### config.mk
export PLATFORM = sky130hd
export DESIGN_NAME = udp_uart_data_path
export DESIGN_NICKNAME = d
export VERILOG_FILES = /design/src/hdl/udp_pkg.sv /design/src/hdl/udp_fifo_if.sv /design/src/hdl/udp_rx_vote.sv /design/src/hdl/udp_rx_fifo.sv /design/src/hdl/udp_uart_data_path.sv
export VERILOG_INCLUDE_DIRS = /design/src /design/src/hdl
export SDC_FILE = /design/constraint.sdc
export NUM_CORES = 1
export LEC_CHECK = 0
export ABC_AREA = 1
export BUFFER_PORTS_ARGS = -buffer_cell sky130_fd_sc_hd__buf_2
export CELL_PAD_IN_SITES_DETAIL_PLACEMENT = 0
export CELL_PAD_IN_SITES_GLOBAL_PLACEMENT = 1
export CORE_UTILIZATION = 45
export CTS_CLUSTER_DIAMETER = 50
export DETAILED_ROUTE_END_ITERATION = 12
export GPL_TIMING_DRIVEN = 1
export PLACE_DENSITY_LB_ADDON = 0.1
export SLEW_MARGIN = 20
export SYNTH_ARGS = -nofsm -noshare
export SYNTH_HDL_FRONTEND = slang
export SYNTH_SLANG_ARGS = --single-unit
### constraint.sdc
create_clock -name clk -period 3.5 [get_ports clk]
set_input_delay 0.35 -clock clk [delete_from_list [all_inputs] [get_ports clk]]
set_output_delay 0.35 -clock clk [all_outputs]
set_load 0.03 [all_outputs]
### src/hdl/udp_defines.svh
`ifndef UDP_DEFINES_SVH
`define UDP_DEFINES_SVH
// oversampling: 16 ticks per bit, decision on tick 8
`define UDP_OVS_LAST 4'hF
`define UDP_MID 4'h8
// index of last data bit for 8 and 9 bit words
`define UDP_LAST8 4'h7
`define UDP_LAST9 4'h8
`define UDP_BRK_ZEROS 4'hD
`define UDP_FIFO_DEPTH 3'h4
`define UDP_RST_TXE 1'b1
`define UDP_RST_TXI 1'b1
`define UDP_RST_RXI 1'b1
`define UDP_RST_PIN 1'b1
`endif

### src/hdl/udp_pkg.sv
package udp_pkg;
  typedef enum logic [1:0] {
    UDP_PAR_EVEN = 2'b00,
    UDP_PAR_ODD = 2'b01,
    UDP_PAR_MARK = 2'b10,
    UDP_PAR_SPACE = 2'b11
  } udp_par_t;

  typedef enum logic [2:0] {
    UDP_TX_IDLE = 3'b000,
    UDP_TX_START = 3'b001,
    UDP_TX_DATA = 3'b010,
    UDP_TX_PAR = 3'b011,
    UDP_TX_STOP = 3'b100,
    UDP_TX_BRK = 3'b101
  } udp_txs_t;

  typedef enum logic [2:0] {
    UDP_RX_IDLE = 3'b000,
    UDP_RX_START = 3'b001,
    UDP_RX_DATA = 3'b010,
    UDP_RX_PAR = 3'b011,
    UDP_RX_STOP = 3'b100,
    UDP_RX_WAIT = 3'b101
  } udp_rxs_t;

  typedef struct packed {
    logic [2:0] samp;
    logic level;
    logic noise;
  } udp_vote_t;

  typedef struct packed {
    logic [3:0][8:0] mem;
    logic [1:0] wr;
    logic [1:0] rd;
    logic [2:0] cnt;
    logic [8:0] head;
  } udp_fifo_t;

  typedef struct packed {
    udp_txs_t ts;
    logic [3:0] tsub;
    logic [3:0] tbit;
    logic [8:0] tsh;
    logic tpar;
    logic [8:0] hold;
    logic hfull;
    logic [16:0] bcnt;
    logic out;
    udp_rxs_t rs;
    logic [3:0] rsub;
    logic [3:0] rbit;
    logic [8:0] rsh;
    logic rnoise;
    logic rperr;
    logic txe;
    logic txi;
    logic rxa;
    logic rxi;
    logic ovr;
    logic nse;
    logic fer;
    logic per;
    logic arm;
    logic s_txe;
    logic s_txi;
    logic s_ovr;
    logic s_nse;
    logic tint;
    logic rint;
  } udp_top_t;

  // parity bit to send, or expected on receive
  function automatic logic udp_parity(logic [8:0] d, logic nine, udp_par_t t);
    logic x;
    x = ^(nine ? d : {1'b0, d[7:0]});
    case (t)
      UDP_PAR_EVEN: return x;
      UDP_PAR_ODD: return ~x;
      UDP_PAR_MARK: return 1'b1;
      default: return 1'b0;
    endcase
  endfunction
endpackage

### src/hdl/udp_fifo_if.sv
`timescale 1ns/10ps
interface udp_fifo_if;
  logic push;
  logic [8:0] wdata;
  logic pop;
  logic [2:0] cnt;
  logic [8:0] head;
  modport owner (output push, output wdata, output pop, input cnt, input head);
  modport fifo (input push, input wdata, input pop, output cnt, output head);
endinterface

### src/hdl/udp_rx_vote.sv
`timescale 1ns/10ps
module udp_rx_vote (
  input wire logic clk,
  input wire logic rst_n,
  input wire logic tick,
  input wire logic pin,
  output logic level,
  output logic noise
);
  import udp_pkg::*;
  udp_vote_t q, d;
  logic [2:0] s;

  always_comb begin
    d = q;
    s = {q.samp[1:0], pin};
    if (tick) begin
      d.samp = s;
      d.level = (s[0] & s[1]) | (s[0] & s[2]) | (s[1] & s[2]);
      d.noise = ~((&s) | ~(|s));
    end
  end

  always_ff @(posedge clk or negedge rst_n) begin
    if (!rst_n) begin
      q <= '0;
      q.samp <= 3'h7;
      q.level <= 1'b1;
    end else begin
      q <= d;
    end
  end

  assign level = q.level;
  assign noise = q.noise;
endmodule // udp_rx_vote

### src/hdl/udp_rx_fifo.sv
`timescale 1ns/10ps
`include "udp_defines.svh"
module udp_rx_fifo (
  input wire logic clk,
  input wire logic rst_n,
  udp_fifo_if.fifo f
);
  import udp_pkg::*;
  udp_fifo_t q, d;
  logic pu;
  logic po;

  always_comb begin
    d = q;
    pu = f.push & (q.cnt != `UDP_FIFO_DEPTH);
    po = f.pop & (q.cnt != 3'h0);
    if (pu) begin
      d.mem[q.wr] = f.wdata;
      d.wr = q.wr + 2'h1;
    end
    if (po) begin
      d.rd = q.rd + 2'h1;
    end
    d.cnt = q.cnt + {2'h0, pu} - {2'h0, po};
    d.head = d.mem[d.rd];
  end

  always_ff @(posedge clk or negedge rst_n) begin
    if (!rst_n) begin
      q <= '0;
    end else begin
      q <= d;
    end
  end

  assign f.cnt = q.cnt;
  assign f.head = q.head;
endmodule // udp_rx_fifo

### src/hdl/udp_uart_data_path.sv
`timescale 1ns/10ps
`include "udp_defines.svh"
// Contract
// - transmit frame data least significant bit first
// - nine-bit words take the top bit from tx_bit_eight
// - data writes ignored while tx_empty_flag is low
// - status read then data write clears tx idle flag, and tx empty only when the word goes to the holding register
// - tx_empty_flag set when holding register free; interrupts when enabled
// - busy write waits in holding register; idle write starts at once
// - tx_idle_flag set after stop bits or break frame end
// - break held over divisor plus one clocks while idle makes next frame a break
// - break is start plus 13 zeros, repeats, then stop bits after clear
// - break frames raise no transmit interrupt
// - nine-bit receive stores top bit in rx_bit_eight
// - sixteen times oversampling, three-sample majority, LSB first
// - enabled receiver searches the line for a start bit
// - four-word receive FIFO, available flag and fill count
// - interrupt when FIFO reaches trigger level and enabled
// - data read pops the FIFO; receive available clears once the FIFO is empty
// - word on full FIFO sets overrun, keeps FIFO, interrupts if enabled
// - break received as framing error with zero word, then wait high
// - rx idle low from start detect until stop sampled
// - noise flag rises with word, no own interrupt, sequence clears it
// - framing flag set on low stop bit, cleared by reset or by next word with high stop bit
// - parity flag set on failed check when enabled, cleared by reset or by next word without error
// - two-bit parity type plus parity enable
// - dropping transmit enable aborts the frame and idles the line; holding register and flags keep their values
module udp_uart_data_path (
  input wire logic clk,
  input wire logic rst_n,
  input wire logic baud_tick16,
  input wire logic [15:0] baud_divisor,
  input wire logic transmit_enable,
  input wire logic receive_enable,
  input wire logic word_length_sel,
  input wire logic parity_enable,
  input wire udp_pkg::udp_par_t parity_type_sel,
  input wire logic stop_count_sel,
  input wire logic send_break_ctl,
  input wire logic tx_bit_eight,
  input wire logic tx_empty_int_en,
  input wire logic rx_int_en,
  input wire logic [2:0] rx_trigger_level,
  input wire logic status_rd,
  input wire logic data_wr,
  input wire logic [7:0] data_wdata,
  input wire logic data_rd,
  input wire logic serial_in_pin,
  output logic serial_out_pin,
  output logic [7:0] rx_data,
  output logic rx_bit_eight,
  output logic [2:0] rx_fill_count,
  output logic tx_empty_flag,
  output logic tx_idle_flag,
  output logic rx_avail_flag,
  output logic rx_idle_flag,
  output logic overrun_flag,
  output logic noise_flag,
  output logic framing_flag,
  output logic parity_err_flag,
  output logic tx_int,
  output logic rx_int
);
  import udp_pkg::*;

  udp_top_t q, d;
  udp_fifo_if fl ();
  logic vl;
  logic vn;
  logic done;
  logic push;
  logic full;
  logic wr_ok;
  logic clr_tx;
  logic clr_rx;
  logic can_start;
  logic brk_arm;
  logic [3:0] last;
  logic [8:0] twd;
  logic [2:0] cn;

  // last data bit index for the selected word length
  function automatic logic [3:0] last_index(logic nine);
    return nine ? `UDP_LAST9 : `UDP_LAST8;
  endfunction

  // level 0 behaves as 1; an empty fifo never hits
  function automatic logic hit_trigger(logic [2:0] cnt, logic [2:0] lvl);
    return (cnt != 3'h0) && (cnt >= lvl);
  endfunction

  udp_rx_vote u_vote (
    .clk(clk),
    .rst_n(rst_n),
    .tick(baud_tick16),
    .pin(serial_in_pin),
    .level(vl),
    .noise(vn)
  );

  udp_rx_fifo u_fifo (
    .clk(clk),
    .rst_n(rst_n),
    .f(fl.fifo)
  );

  always_comb begin
    d = q;
    done = 1'b0;
    push = 1'b0;
    last = last_index(word_length_sel);
    full = (fl.cnt == `UDP_FIFO_DEPTH);
    twd = {tx_bit_eight & word_length_sel, data_wdata};
    wr_ok = data_wr & q.txe;
    clr_tx = data_wr & q.arm;
    clr_rx = data_rd & q.arm;
    brk_arm = (q.bcnt > ({1'b0, baud_divisor} + 17'h1));
    can_start = (q.ts == UDP_TX_IDLE) & transmit_enable & ~brk_arm & ~q.hfull;

    // break hold timer only runs while the line is idle
    // it stops once armed, so it cannot wrap during a long hold
    if (!send_break_ctl || !transmit_enable) begin
      d.bcnt = 17'h0;
    end else if (q.ts == UDP_TX_IDLE && !brk_arm) begin
      d.bcnt = q.bcnt + 17'h1;
    end

    if (wr_ok) begin
      if (can_start) begin
        d.tsh = twd;
        d.tpar = udp_parity(twd, word_length_sel, parity_type_sel);
        d.ts = UDP_TX_START;
        d.tsub = 4'h0;
        d.out = 1'b0;
      end else begin
        d.hold = twd;
        d.hfull = 1'b1;
      end
    end

    if (!transmit_enable) begin
      d.ts = UDP_TX_IDLE;
      d.out = 1'b1;
    end else begin
      case (q.ts)
        UDP_TX_IDLE: begin
          if (brk_arm) begin
            d.ts = UDP_TX_BRK;
            d.tsub = 4'h0;
            d.tbit = 4'h0;
            d.out = 1'b0;
          end else if (q.hfull) begin
            d.tsh = q.hold;
            d.tpar = udp_parity(q.hold, word_length_sel, parity_type_sel);
            d.hfull = 1'b0;
            d.ts = UDP_TX_START;
            d.tsub = 4'h0;
            d.out = 1'b0;
          end
        end
        default: begin
          if (baud_tick16) begin
            d.tsub = q.tsub + 4'h1;
            if (q.tsub == `UDP_OVS_LAST) begin
              case (q.ts)
                UDP_TX_START: begin
                  d.ts = UDP_TX_DATA;
                  d.tbit = 4'h0;
                  d.out = q.tsh[0];
                end
                UDP_TX_DATA: begin
                  if (q.tbit == last) begin
                    d.tbit = 4'h0;
                    d.ts = parity_enable ? UDP_TX_PAR : UDP_TX_STOP;
                    d.out = parity_enable ? q.tpar : 1'b1;
                  end else begin
                    d.tbit = q.tbit + 4'h1;
                    d.tsh = q.tsh >> 1;
                    d.out = q.tsh[1];
                  end
                end
                UDP_TX_PAR: begin
                  d.ts = UDP_TX_STOP;
                  d.tbit = 4'h0;
                  d.out = 1'b1;
                end
                UDP_TX_STOP: begin
                  if (stop_count_sel && q.tbit == 4'h0) begin
                    d.tbit = 4'h1;
                  end else begin
                    d.ts = UDP_TX_IDLE;
                    done = 1'b1;
                  end
                end
                UDP_TX_BRK: begin
                  if (q.tbit != `UDP_BRK_ZEROS) begin
                    d.tbit = q.tbit + 4'h1;
                  end else if (send_break_ctl) begin
                    d.tbit = 4'h0;
                  end else begin
                    d.ts = UDP_TX_STOP;
                    d.tbit = 4'h0;
                    d.out = 1'b1;
                  end
                end
                default: begin
                  d.ts = UDP_TX_IDLE;
                  d.out = 1'b1;
                end
              endcase
            end
          end
        end
      endcase
    end

    if (!receive_enable) begin
      d.rs = UDP_RX_IDLE;
      d.rxi = 1'b1;
    end else begin
      case (q.rs)
        UDP_RX_IDLE: begin
          // raw pin is enough here: a spike is rejected at the start centre
          if (baud_tick16 && !serial_in_pin) begin
            d.rs = UDP_RX_START;
            d.rsub = 4'h0;
            d.rxi = 1'b0;
            d.rnoise = 1'b0;
            d.rperr = 1'b0;
            d.rsh = 9'h000;
          end
        end
        UDP_RX_WAIT: begin
          // a held-low line must not be mistaken for the next start bit
          if (baud_tick16 && vl) begin
            d.rs = UDP_RX_IDLE;
          end
        end
        default: begin
          if (baud_tick16) begin
            d.rsub = q.rsub + 4'h1;
            if (q.rsub == `UDP_MID) begin
              d.rnoise = q.rnoise | vn;
              case (q.rs)
                UDP_RX_START: begin
                  if (vl) begin
                    d.rs = UDP_RX_IDLE;
                    d.rxi = 1'b1;
                  end else begin
                    d.rs = UDP_RX_DATA;
                    d.rbit = 4'h0;
                  end
                end
                UDP_RX_DATA: begin
                  d.rsh[q.rbit] = vl;
                  if (q.rbit == last) begin
                    d.rs = parity_enable ? UDP_RX_PAR : UDP_RX_STOP;
                  end else begin
                    d.rbit = q.rbit + 4'h1;
                  end
                end
                UDP_RX_PAR: begin
                  d.rperr = vl ^ udp_parity(q.rsh, word_length_sel, parity_type_sel);
                  d.rs = UDP_RX_STOP;
                end
                UDP_RX_STOP: begin
                  // one stop bit is checked whatever stop_count_sel says
                  push = 1'b1;
                  d.rxi = 1'b1;
                  d.fer = ~vl;
                  d.per = q.rperr;
                  d.rs = vl ? UDP_RX_IDLE : UDP_RX_WAIT;
                end
                default: begin
                  d.rs = UDP_RX_IDLE;
                end
              endcase
            end
          end
        end
      endcase
    end

    fl.push = push & ~full;
    fl.wdata = q.rsh;
    // reads of an empty fifo are dropped inside the fifo
    fl.pop = data_rd;
    // next fill count, so flags and count move on the same edge
    cn = fl.cnt + {2'h0, fl.push} - {2'h0, data_rd && fl.cnt != 3'h0};

    // set wins over the clear sequence on every flag
    d.txe = (q.txe & ~(clr_tx & q.s_txe)) | ~d.hfull;
    d.txi = (q.txi & ~(clr_tx & q.s_txi)) | done;
    d.ovr = (q.ovr & ~(clr_rx & q.s_ovr)) | (push & full);
    d.nse = (q.nse & ~(clr_rx & q.s_nse)) | (push & d.rnoise);
    d.rxa = (cn != 3'h0);

    if (status_rd) begin
      d.arm = 1'b1;
      d.s_txe = q.txe;
      d.s_txi = q.txi;
      d.s_ovr = q.ovr;
      d.s_nse = q.nse;
    end else if (data_wr || data_rd) begin
      d.arm = 1'b0;
    end

    // breaks never touch the empty flag, so they raise no transmit interrupt
    d.tint = tx_empty_int_en & d.txe;
    d.rint = rx_int_en & (hit_trigger(cn, rx_trigger_level) | d.ovr);
  end

  always_ff @(posedge clk or negedge rst_n) begin
    if (!rst_n) begin
      q <= '0;
      q.out <= `UDP_RST_PIN;
      q.txe <= `UDP_RST_TXE;
      q.txi <= `UDP_RST_TXI;
      q.rxi <= `UDP_RST_RXI;
    end else begin
      q <= d;
    end
  end

  assign serial_out_pin = q.out;
  assign rx_data = fl.head[7:0];
  assign rx_bit_eight = fl.head[8];
  assign rx_fill_count = fl.cnt;
  assign tx_empty_flag = q.txe;
  assign tx_idle_flag = q.txi;
  assign rx_avail_flag = q.rxa;
  assign rx_idle_flag = q.rxi;
  assign overrun_flag = q.ovr;
  assign noise_flag = q.nse;
  assign framing_flag = q.fer;
  assign parity_err_flag = q.per;
  assign tx_int = q.tint;
  assign rx_int = q.rint;
endmodule // udp_uart_data_path

==> metrics, run 1 <==
Synth area leaders=dfrtp_1 39%, nand2_1 12%, inv_1 5.9%; final setup TNS=0 ps; multiplexer area fraction after synthesis=less than 1%; max-slew violations=0; post-synth cell types=49; adder-cell share of the synthesized area=under 10%; via count=7343; initial antenna violation count=0; Crit-path slowest cell=fa_1; layout net count=1276; Power Dens Cells=688 mW/mm^2; Area Growth Syn to Fin=13.9%; total gr overflow=0; Avg Cell Area, Syn=7.69 um^2; setup repair bufs after CTS=0; core area=0.0188 mm^2; worst-path maximum fanout=8; CP Capture Type=flop; final WL=around 20 mm; synth warn=0; port bufs=67; io pins=68; largest net degree at the start of global routing=74; dpl hpwl=roughly 15 mm; EDFF count, synth=0; Site Rows=50; die span in x=between 100 and 150 um; area leader, netlist=dfrtp_1; DRC=0; Compound-Gate Fraction of Synth Area=13.0%; worst path bufs/invs=3; Antenna Cells=0; Final GP Congestion=between 0.8 and 0.9; initial core utilization=46.2%; Total GRT Usage=22.0%; xor/xnor cell area share of the yosys netlist=4.35%; CP delay by family, top=adder cells; crit-path cells=inv_1 -> ha_1 -> nand3_2 -> nor2_8 -> nand3_4 -> nor2_8 -> ha_1 -> inv_1 -> fa_1 -> xnor2_1 -> ha_1 -> inv_1 -> nor2_1 -> o21ai_0 -> a21boi_0; design area=0.00987 mm^2; Crit path arrival time=3380 ps; First-pass DRT Iterations=5; FF-to-FF setup slack=430 ps; clk root buf=clkbuf_16; TritonCTS Sinks=roughly 140; total power=6.79 mW; FF-to-FF Start=q[30]; Yosys top cell area share=39.0%; Critical Path Sink=rx_int; Synth top cells by count=271 x nand2_1, 137 x inv_1, 135 x dfrtp_1; Slew headroom=53.5%; hold wc startpoint=tx_empty_int_en; CTS tree=done; CP startpoint kind=flop; first-pass GRT wire length=34.6 mm; Clock transition at path regs=70 ps; Syn Nets=1211; ys flop type=dfrtp_1; hold_ws=112 ps; Period minus WS final=roughly 3100 ps; Hold Buf Count CTS=1; layout cells sized above 1=about an eighth; R2R cell count=15; H-tree level count=4; worst slew pin tran=697 ps; simple-gate portion of the synthesized area=a little over a quarter; maximum clock path buffer count=2; register area share after synthesis=41.1%; Post-CTS Resized=0; VDD IR-drop max=~410 uV; Crit path depth=15; ANT nets after route=0; max incr delay on CP=between 400 and 500 ps; Syn Inst Count=approximately 1100; vias in the first global route=6947; # setup viols final=0; count leader, synth=nand2_1; Yosys reg bits=142; outcome=finished clean; FFs w/ async S/R, synth=100%; dpl cell area=about 0.0092 mm^2; Die Ht=141 um; Worst Clk Skew=12.2 ps; Final Core Density=52.6%; Routed wire per std cell=~14 um; Vias/cell=5.10; post-synth design cell area=0.00867 mm^2; RR Endpoint=rx_int; Num CTS Buffers=17; critical setup path kind=reg2reg; fmax=326 MHz; drt first-iter violations=415; static leakage=4.90 nW; MaxCap Viol Count=0; Setup crit start=q[30]; HP Class=in2reg; Worst Path Required=3800 ps; main combinational cell family by area after synthesis=simple AND/OR/NAND/NOR gates; setup repair after global routing missed its margin=no; part of the cycle the worst path needs=about 88%; final hold viol count=0; Die Area=0.0198 mm^2; Clk Latency, worst-skew pair=~430 ps
worst register-to-register path, stage by stage, from the launching register on:
cell and delay (ps):
dfrtp_1 400, inv_1 90, ha_1 170, nand3_2 170, nor2_8 150, nand3_4 140
nor2_8 230, ha_1 190, inv_1 50, fa_1 410, xnor2_1 280, ha_1 280
inv_1 60, nor2_1 40, o21ai_0 180, a21boi_0 120
where the power goes:
group | switching (mW) | leakage [nW] | internal [mW]
registers | 0.260 | 1.85 | 1.99
logic | 1.73 | 2.75 | 0.911
clock network | 0.809 | 0.302 | 1.09
total | 2.80 | 4.90 | 3.99
stage by stage:
step           cells  setup WS, ps
2_1_floorplan   1127           464
3_3_place_gp    1406          12.3
3_5_place_dp    1406         -15.8
5_1_grt         1439          29.8
6_report        1439           429
4_1_cts         1439           433
flip-flops by register name, indices dropped and copies added, names as in the netlist:
| register | flops |
|---|---|
| u_vote.q | 2 |
| tx_empty_flag | 1 |
| u_vote.noise | 1 |
| tx_idle_flag | 1 |
| u_fifo.f.head | 9 |
| q | 66 |
| fl.wdata | 9 |
| rx_avail_flag | 1 |
| u_fifo.f.cnt | 3 |
| framing_flag | 1 |
| tx_int | 1 |
| u_vote.level | 1 |
| serial_out_pin | 1 |
| u_fifo.q | 40 |
| rx_int | 1 |
| noise_flag | 1 |
| overrun_flag | 1 |
| parity_err_flag | 1 |
| rx_idle_flag | 1 |
worst min path at each step:
stage / endpoint / slack, ps / cells after the start
3_3_place_gp: q[44] / 420 / 1
2_1_floorplan: fl.wdata[0] / 50 / 0
3_5_place_dp: q[44] / 430 / 1
5_1_grt: tx_int / 110 / 3
6_report: tx_int / 110 / 3
4_1_cts: tx_int / 90 / 3
area by class of cell:
| class | count | area [um^2] |
|---|---|---|
| Timing Repair Buffer | 82 | 507 |
| Inverter | 146 | 548 |
| Clock buffer | 17 | 425 |
| Fill cell | 1877 | 8900 |
| Sequential cell | 142 | 3560 |
| Tap cell | 234 | 293 |
| Clock inverter | 15 | 198 |
| Multi-Input combinational cell | 803 | 4340 |
cells in the final DEF, fill, tap and decap left out, types with 3 or more instances in the layout:
cell,n
a21oi_1,37
a22oi_1,3
a31oi_1,4
buf_12,4
buf_2,66
buf_4,10
clkbuf_16,17
clkinv_1,3
dfrtp_1,135
dfstp_2,7
ha_1,38
inv_1,137
inv_2,6
inv_6,4
inv_8,4
nand2_1,271
nand2_2,4
nand2_4,4
nand3_1,90
nand4_1,30
nor2_1,86
nor2_2,4
nor3_1,6
nor3_4,3
nor3b_1,3
nor4_1,4
o21ai_0,92
o21ai_1,30
o21ai_2,9
o22ai_1,10
o31ai_1,9
or2_2,3
xnor2_1,18
xor2_1,25
metal layers:
metal  wire [um]  vias to the layer above  GRT usage, %
li1            -                     3835             -
met1       10500                     3356          32.3
met2        8830                      133          33.6
met3         664                       19          3.94
met4         201                        0          5.49
met5           0                        -             0
logic make-up (layout without fill, tap and decap cells):
logic type / count (synthesis) / in the layout
and+or+nand+nor: 517 / 517
AOI/OAI and AO/OA: 203 / 203
buffers and inverters: 182 / 260
DFF: 142 / 142
xor gates and xnor gates: 43 / 43
adders and majority gates: 39 / 39
muxes: 1 / 1
Note: power is estimated with default switching activity, not from simulation.
==> inputs of run 2 (changes only) <==
CORE_UTILIZATION = 41   (was 45)
clock period = 2.6 ns   (was 3.5 ns; I/O delays follow)
==> metrics, run 2 (synthesis results as in run 1) <==
DRC=0; # setup viols final=33; layout cells sized above 1=21.6%; First-pass DRT Iterations=5; Area Growth Syn to Fin=23.8%; WL met2=9.91 mm; TritonCTS Sinks=roughly 140; placed insts=1477; Final GP Congestion=0.823; Routed wire per std cell=14.4 um; dpl cell area=0.00965 mm^2; fmax=373 MHz; port bufs=67; violated checks=negative setup slack; Die Area=0.0217 mm^2; core area=0.0205 mm^2; drt first-iter violations=330; CP startpoint kind=input port; initial antenna violation count=0; Largest register FFs=66; final WL=22.0 mm; most used cell, CP=nor2_4; Period minus WS final=around 2700 ps; maximum clock path buffer count=2; clk root buf=clkbuf_16; commonest non-fill, non-tap cells in the layout=259 x nand2_1, 135 x dfrtp_1, 132 x inv_1, 81 x nor2_1, 78 x o21ai_0; worst path bufs/invs=3; Antenna Cells=0; via count=between 7000 and 8000; ANT nets after route=0; setup repair after global routing missed its margin=yes; outcome=finished, violations left; io pins=68; Total GRT Usage=between 20% and 30%; Largest Register=q; crit-path cells=buf_8 -> ha_4 -> nand3_4 -> nor2_4 -> nand3_2 -> or3_4 -> nor2_4 -> nand4_1 -> ha_1 -> nand2_1 -> inv_1 -> nand3_2 -> nor2_4 -> nand4_1 -> nand2_4 -> nand3_4 -> buf_8 -> nand2_2 -> o21ai_1 -> nor2_1 -> nor2_1; Power Dens Cells=916 mW/mm^2; Num CTS Buffers=17; Vias/cell=4.96; leading cell type in the layout, fill and taps excluded=nand2_1; CP Capture Type=flop; Crit path arrival time=3000 ps; worst slew pin tran=approximately 600 ps; Worst Path Required=2920 ps; HP Class=in2reg; design area=~0.011 mm^2; VDD IR-drop max=562 uV; Site Rows=52; hold wc startpoint=tx_empty_int_en; max-slew violations=0; first-pass GRT wire length=between 30 and 40 mm; initial core utilization=42.3%; worst-path maximum fanout=8; largest net degree at the start of global routing=59; static leakage=~5.2 nW; H-tree level count=4; Largest regs=q (66), u_fifo.q (40); Clk Latency, worst-skew pair=430 ps; CP delay by family, top=simple AND/OR/NAND/NOR gates; Crit-path slowest cell=or3_4; Worst Clk Skew=between 10 and 15 ps; vias in the first global route=7379; dpl hpwl=about 16 mm; Setup crit start=baud_divisor[0]; Slew headroom=around 60%; Die Ht=147 um; total gr overflow=0; Clock transition at path regs=approximately 60 ps; CTS tree=done; die span in x=147 um; MaxCap Viol Count=0; critical setup path kind=in2reg; DR WL met3=583 um; setup slack after layout=-78.4 ps; Max Used Layer=met4; part of the cycle the worst path needs=103%; final hold viol count=0; layout net count=1328; FF-to-FF Start=u_fifo.f.cnt[1]; final std cells w/o fill=about 1500; max incr delay on CP=360 ps; WL met1=between 10 and 15 mm
## run 2: cell count changes in the layout (fill, tap and decap cells not counted), sizes merged
cell / delta
buf: +52
bufinv: -1
clkinv: +2
clkinvlp: -1
## run 2: worst paths after layout
check,slack [ps],cells after the start,endpoint
min reg2reg,470,2,u_fifo.q[50]
min,30,3,tx_int
min in group asynchronous,380,2,rx_avail_flag
max reg2reg,100,13,rx_int
max in group asynchronous,1330,3,u_fifo.q[26]
max,-80,21,q[65]
## run 2: layer usage
metal / global-route usage (%) / vias up
li1: - / 3928
met1: 31.4 / 3512
met4: 4.48 / 0
met3: 3.46 / 11
met5: 0 / -
met2: 34.4 / 125
## run 2: timing repair
action / in CTS / in global routing
hold buffers: 1 / 0
resized for setup: 65 / 11
buffers inserted: 6 / 8
endpoints found under the setup margin: 48 / 50
endpoints found under the hold margin: 55 / 0
pin swaps: 21 / 12
gates cloned: 3 / 0
## run 2: worst min-delay path, cell delays in order
cell and delay, ps:
buf_2 80, nand2_1 40, inv_1 40
## run 2: layout make-up
class	count	area [um^2]
clock buffers	17	425
clock inverters	15	174
fillers	2046	9770
inverters	146	548
multi-input cells	803	4680
flip-flops and latches	142	3560
well taps	270	338
repair buffers	134	1000
## run 2: power by group
group,switching [mW],internal (mW)
registers,0.338,2.68
clock network,1.11,1.37
logic,2.62,1.70
## run 2: through the flow
| step | hold slack (ps) | utilization [%] | power, mW | TNS [ps] | worst slack, ps |
|---|---|---|---|---|---|
| floorplan | -35.6 | - | 5.85 | -4530 | -151 |
| detailed placement | 294 | 47.1 | 6.91 | -28960 | -704 |
| global placement | 289 | 47.1 | 6.89 | -26140 | -608 |
| CTS | 23.0 | 51.9 | 9.77 | -1380 | -86.1 |
| global route | 36.6 | 52.4 | 10.6 | -10460 | -292 |
| finish | 28.3 | 52.4 | 9.83 | -1280 | -78.4 |
==> inputs of run 3 (changes only) <==
CORE_UTILIZATION = 45   (was 41)
clock period = 2.9 ns   (was 2.6 ns; I/O delays follow)
==> metrics, run 3 (synthesis results as in run 1) <==
drt first-iter violations=363; worst path bufs/invs=3; First-pass DRT Iterations=5; total gr overflow=0; Sw Share=41.5%; R2R cell count=15; vias in the first global route=roughly 7000; outcome=finished clean; CTS tree=done; Clock transition at path regs=~60 ps; sequential power share=about a third; DRC=0; Worst Path Required=3260 ps; setup repair after global routing missed its margin=yes; H-tree level count=4; # setup viols final=0; CP startpoint kind=input port; Period minus WS final=2900 ps; WHS Path Cells=3; Antenna Cells=0; Clk Latency, worst-skew pair=440 ps; commonest non-fill, non-tap cells in the layout=251 x nand2_1, 135 x inv_1, 134 x dfrtp_1, 82 x nor2_1, 75 x nand3_1; final hold viol count=0; maximum clock path buffer count=2; initial core utilization=46.2%; Die Area=approximately 0.02 mm^2; Final Core Density=between 50% and 60%; worst-path maximum fanout=5; Total GRT Usage=21.9%; io pins=around 70; Largest Register=q; Fillers=1770; Largest register FFs=66; Area Growth Syn to Fin=22.6%; max-slew violations=0; part of the cycle the worst path needs=between 90% and 100%; Routed wire per std cell=about 14 um; Vias/cell=5.09; VDD IR-drop max=480 uV; Crit path arrival time=3260 ps; Crit path depth=21; Slew headroom=between 40 and 50%; Num CTS Buffers=17; worst slew pin tran=between 700 and 800 ps; ANT nets after route=0; final WL=approximately 21 mm; final setup TNS=0 ps; P_int=between 5 and 6 mW; static leakage=around 5.2 nW; final std cells w/o fill=1475; core area=0.0188 mm^2; Final GP Congestion=around 0.83; HP Class=in2reg; register area=0.00356 mm^2; via count=between 7000 and 8000; leading cell type in the layout, fill and taps excluded=nand2_1; layout cells sized above 1=20.8%; Die Ht=141 um; TritonCTS Sinks=142; first-pass GRT wire length=roughly 34 mm; MaxCap Viol Count=0; dpl hpwl=about 15 mm; hold_ws=43.3 ps; Worst Clk Skew=19.0 ps; layout net count=1312; largest net degree at the start of global routing=76; die span in x=between 100 and 150 um; initial antenna violation count=0; Site Rows=50; placed insts=1428; Largest regs=q (66), u_fifo.q (40); CP delay by family, top=simple AND/OR/NAND/NOR gates; Power Dens Cells=814 mW/mm^2; total power=roughly 8.6 mW; port bufs=67; Crit-path slowest cell=or3_4; Multi-input gate area=0.00471 mm^2; CP Capture Type=flop; crit-path cells=buf_8 -> ha_4 -> nand3_4 -> nor2_4 -> nand3_2 -> or3_4 -> nor2_4 -> nand2_2 -> xor2_2 -> ha_1 -> a21oi_1 -> o21ai_1 -> nor2_1 -> nand3_2 -> nand2_4 -> buf_6 -> nand3_4 -> o21ai_4 -> clkbuf_16 -> nand2_2 -> o21ai_1; clk root buf=clkbuf_16; critical setup path kind=in2reg; max incr delay on CP=430 ps; fmax=between 300 and 400 MHz; NetSw=about 3.6 mW; clock network fraction of design power=25.3%; Comb pwr share=42.9%
## run 3: power groups by stage
stage / sequential (mW) / combinational (mW) / clock [mW]
6_report: 2.75 / 3.71 / 2.19
2_1_floorplan: 2.74 / 2.42 / 0
5_1_grt: 2.81 / 4.16 / 2.33
3_3_place_gp: 2.75 / 3.28 / 0
3_5_place_dp: 2.75 / 3.30 / 0
4_1_cts: 2.71 / 3.32 / 2.23
## run 3: what timing repair did
action                                  CTS  global route
hold buffers                              1             0
hold endpoints to repair                 66             0
setup buffers                             0             6
endpoints found under the setup margin    0            50
resized for setup                         0           107
## run 3: cell type report
class / instances / share of cell area [%]
multi-input combinational: 803 / 44.3
sequential: 142 / 33.5
timing repair buffer: 118 / 8.74
inverter: 146 / 5.16
clock buffer: 19 / 4.17
tap: 234 / 2.76
clock inverter: 13 / 1.33
## run 3: worst register-to-register path: cells and delay by family (launching register included)
| kind | cells | cell delay, ps |
|---|---|---|
| adder cells (fa/ha/maj) | 4 | 1080 |
| AND/OR/NAND/NOR | 5 | 500 |
| flip-flops | 1 | 400 |
| AO/OA/AOI/OAI | 3 | 380 |
| buffers and inverters | 3 | 210 |
## run 3: worst paths after layout
kind | slack [ps] | from | to
setup / recovery | 2 | baud_divisor[1] | q[58]
hold / removal | 40 | tx_empty_int_en | tx_int
setup reg to reg | 210 | q[30] | rx_int
hold reg to reg | 470 | u_fifo.q[47] | u_fifo.q[47]
max in group asynchronous | 1640 | rst_n | u_fifo.f.cnt[1]
min in group asynchronous | 450 | rst_n | q[38]
## run 3: per-stage QoR
stage	instance area, um^2	setup WS [ps]
after floorplan	8710	-1.24
after global placement	9440	-359
after detailed placement	9440	-446
after CTS	10000	1.90
after global routing	10600	-139
final	10600	1.81
## run 3: layer usage
layer | vias to the layer above | global-route usage (%) | routed length, um
met5 | - | 0 | 0
met4 | 0 | 5.55 | 210
met3 | 15 | 3.77 | 673
met2 | 127 | 33.6 | 9470
met1 | 3463 | 31.8 | 10800
li1 | 3898 | - | -
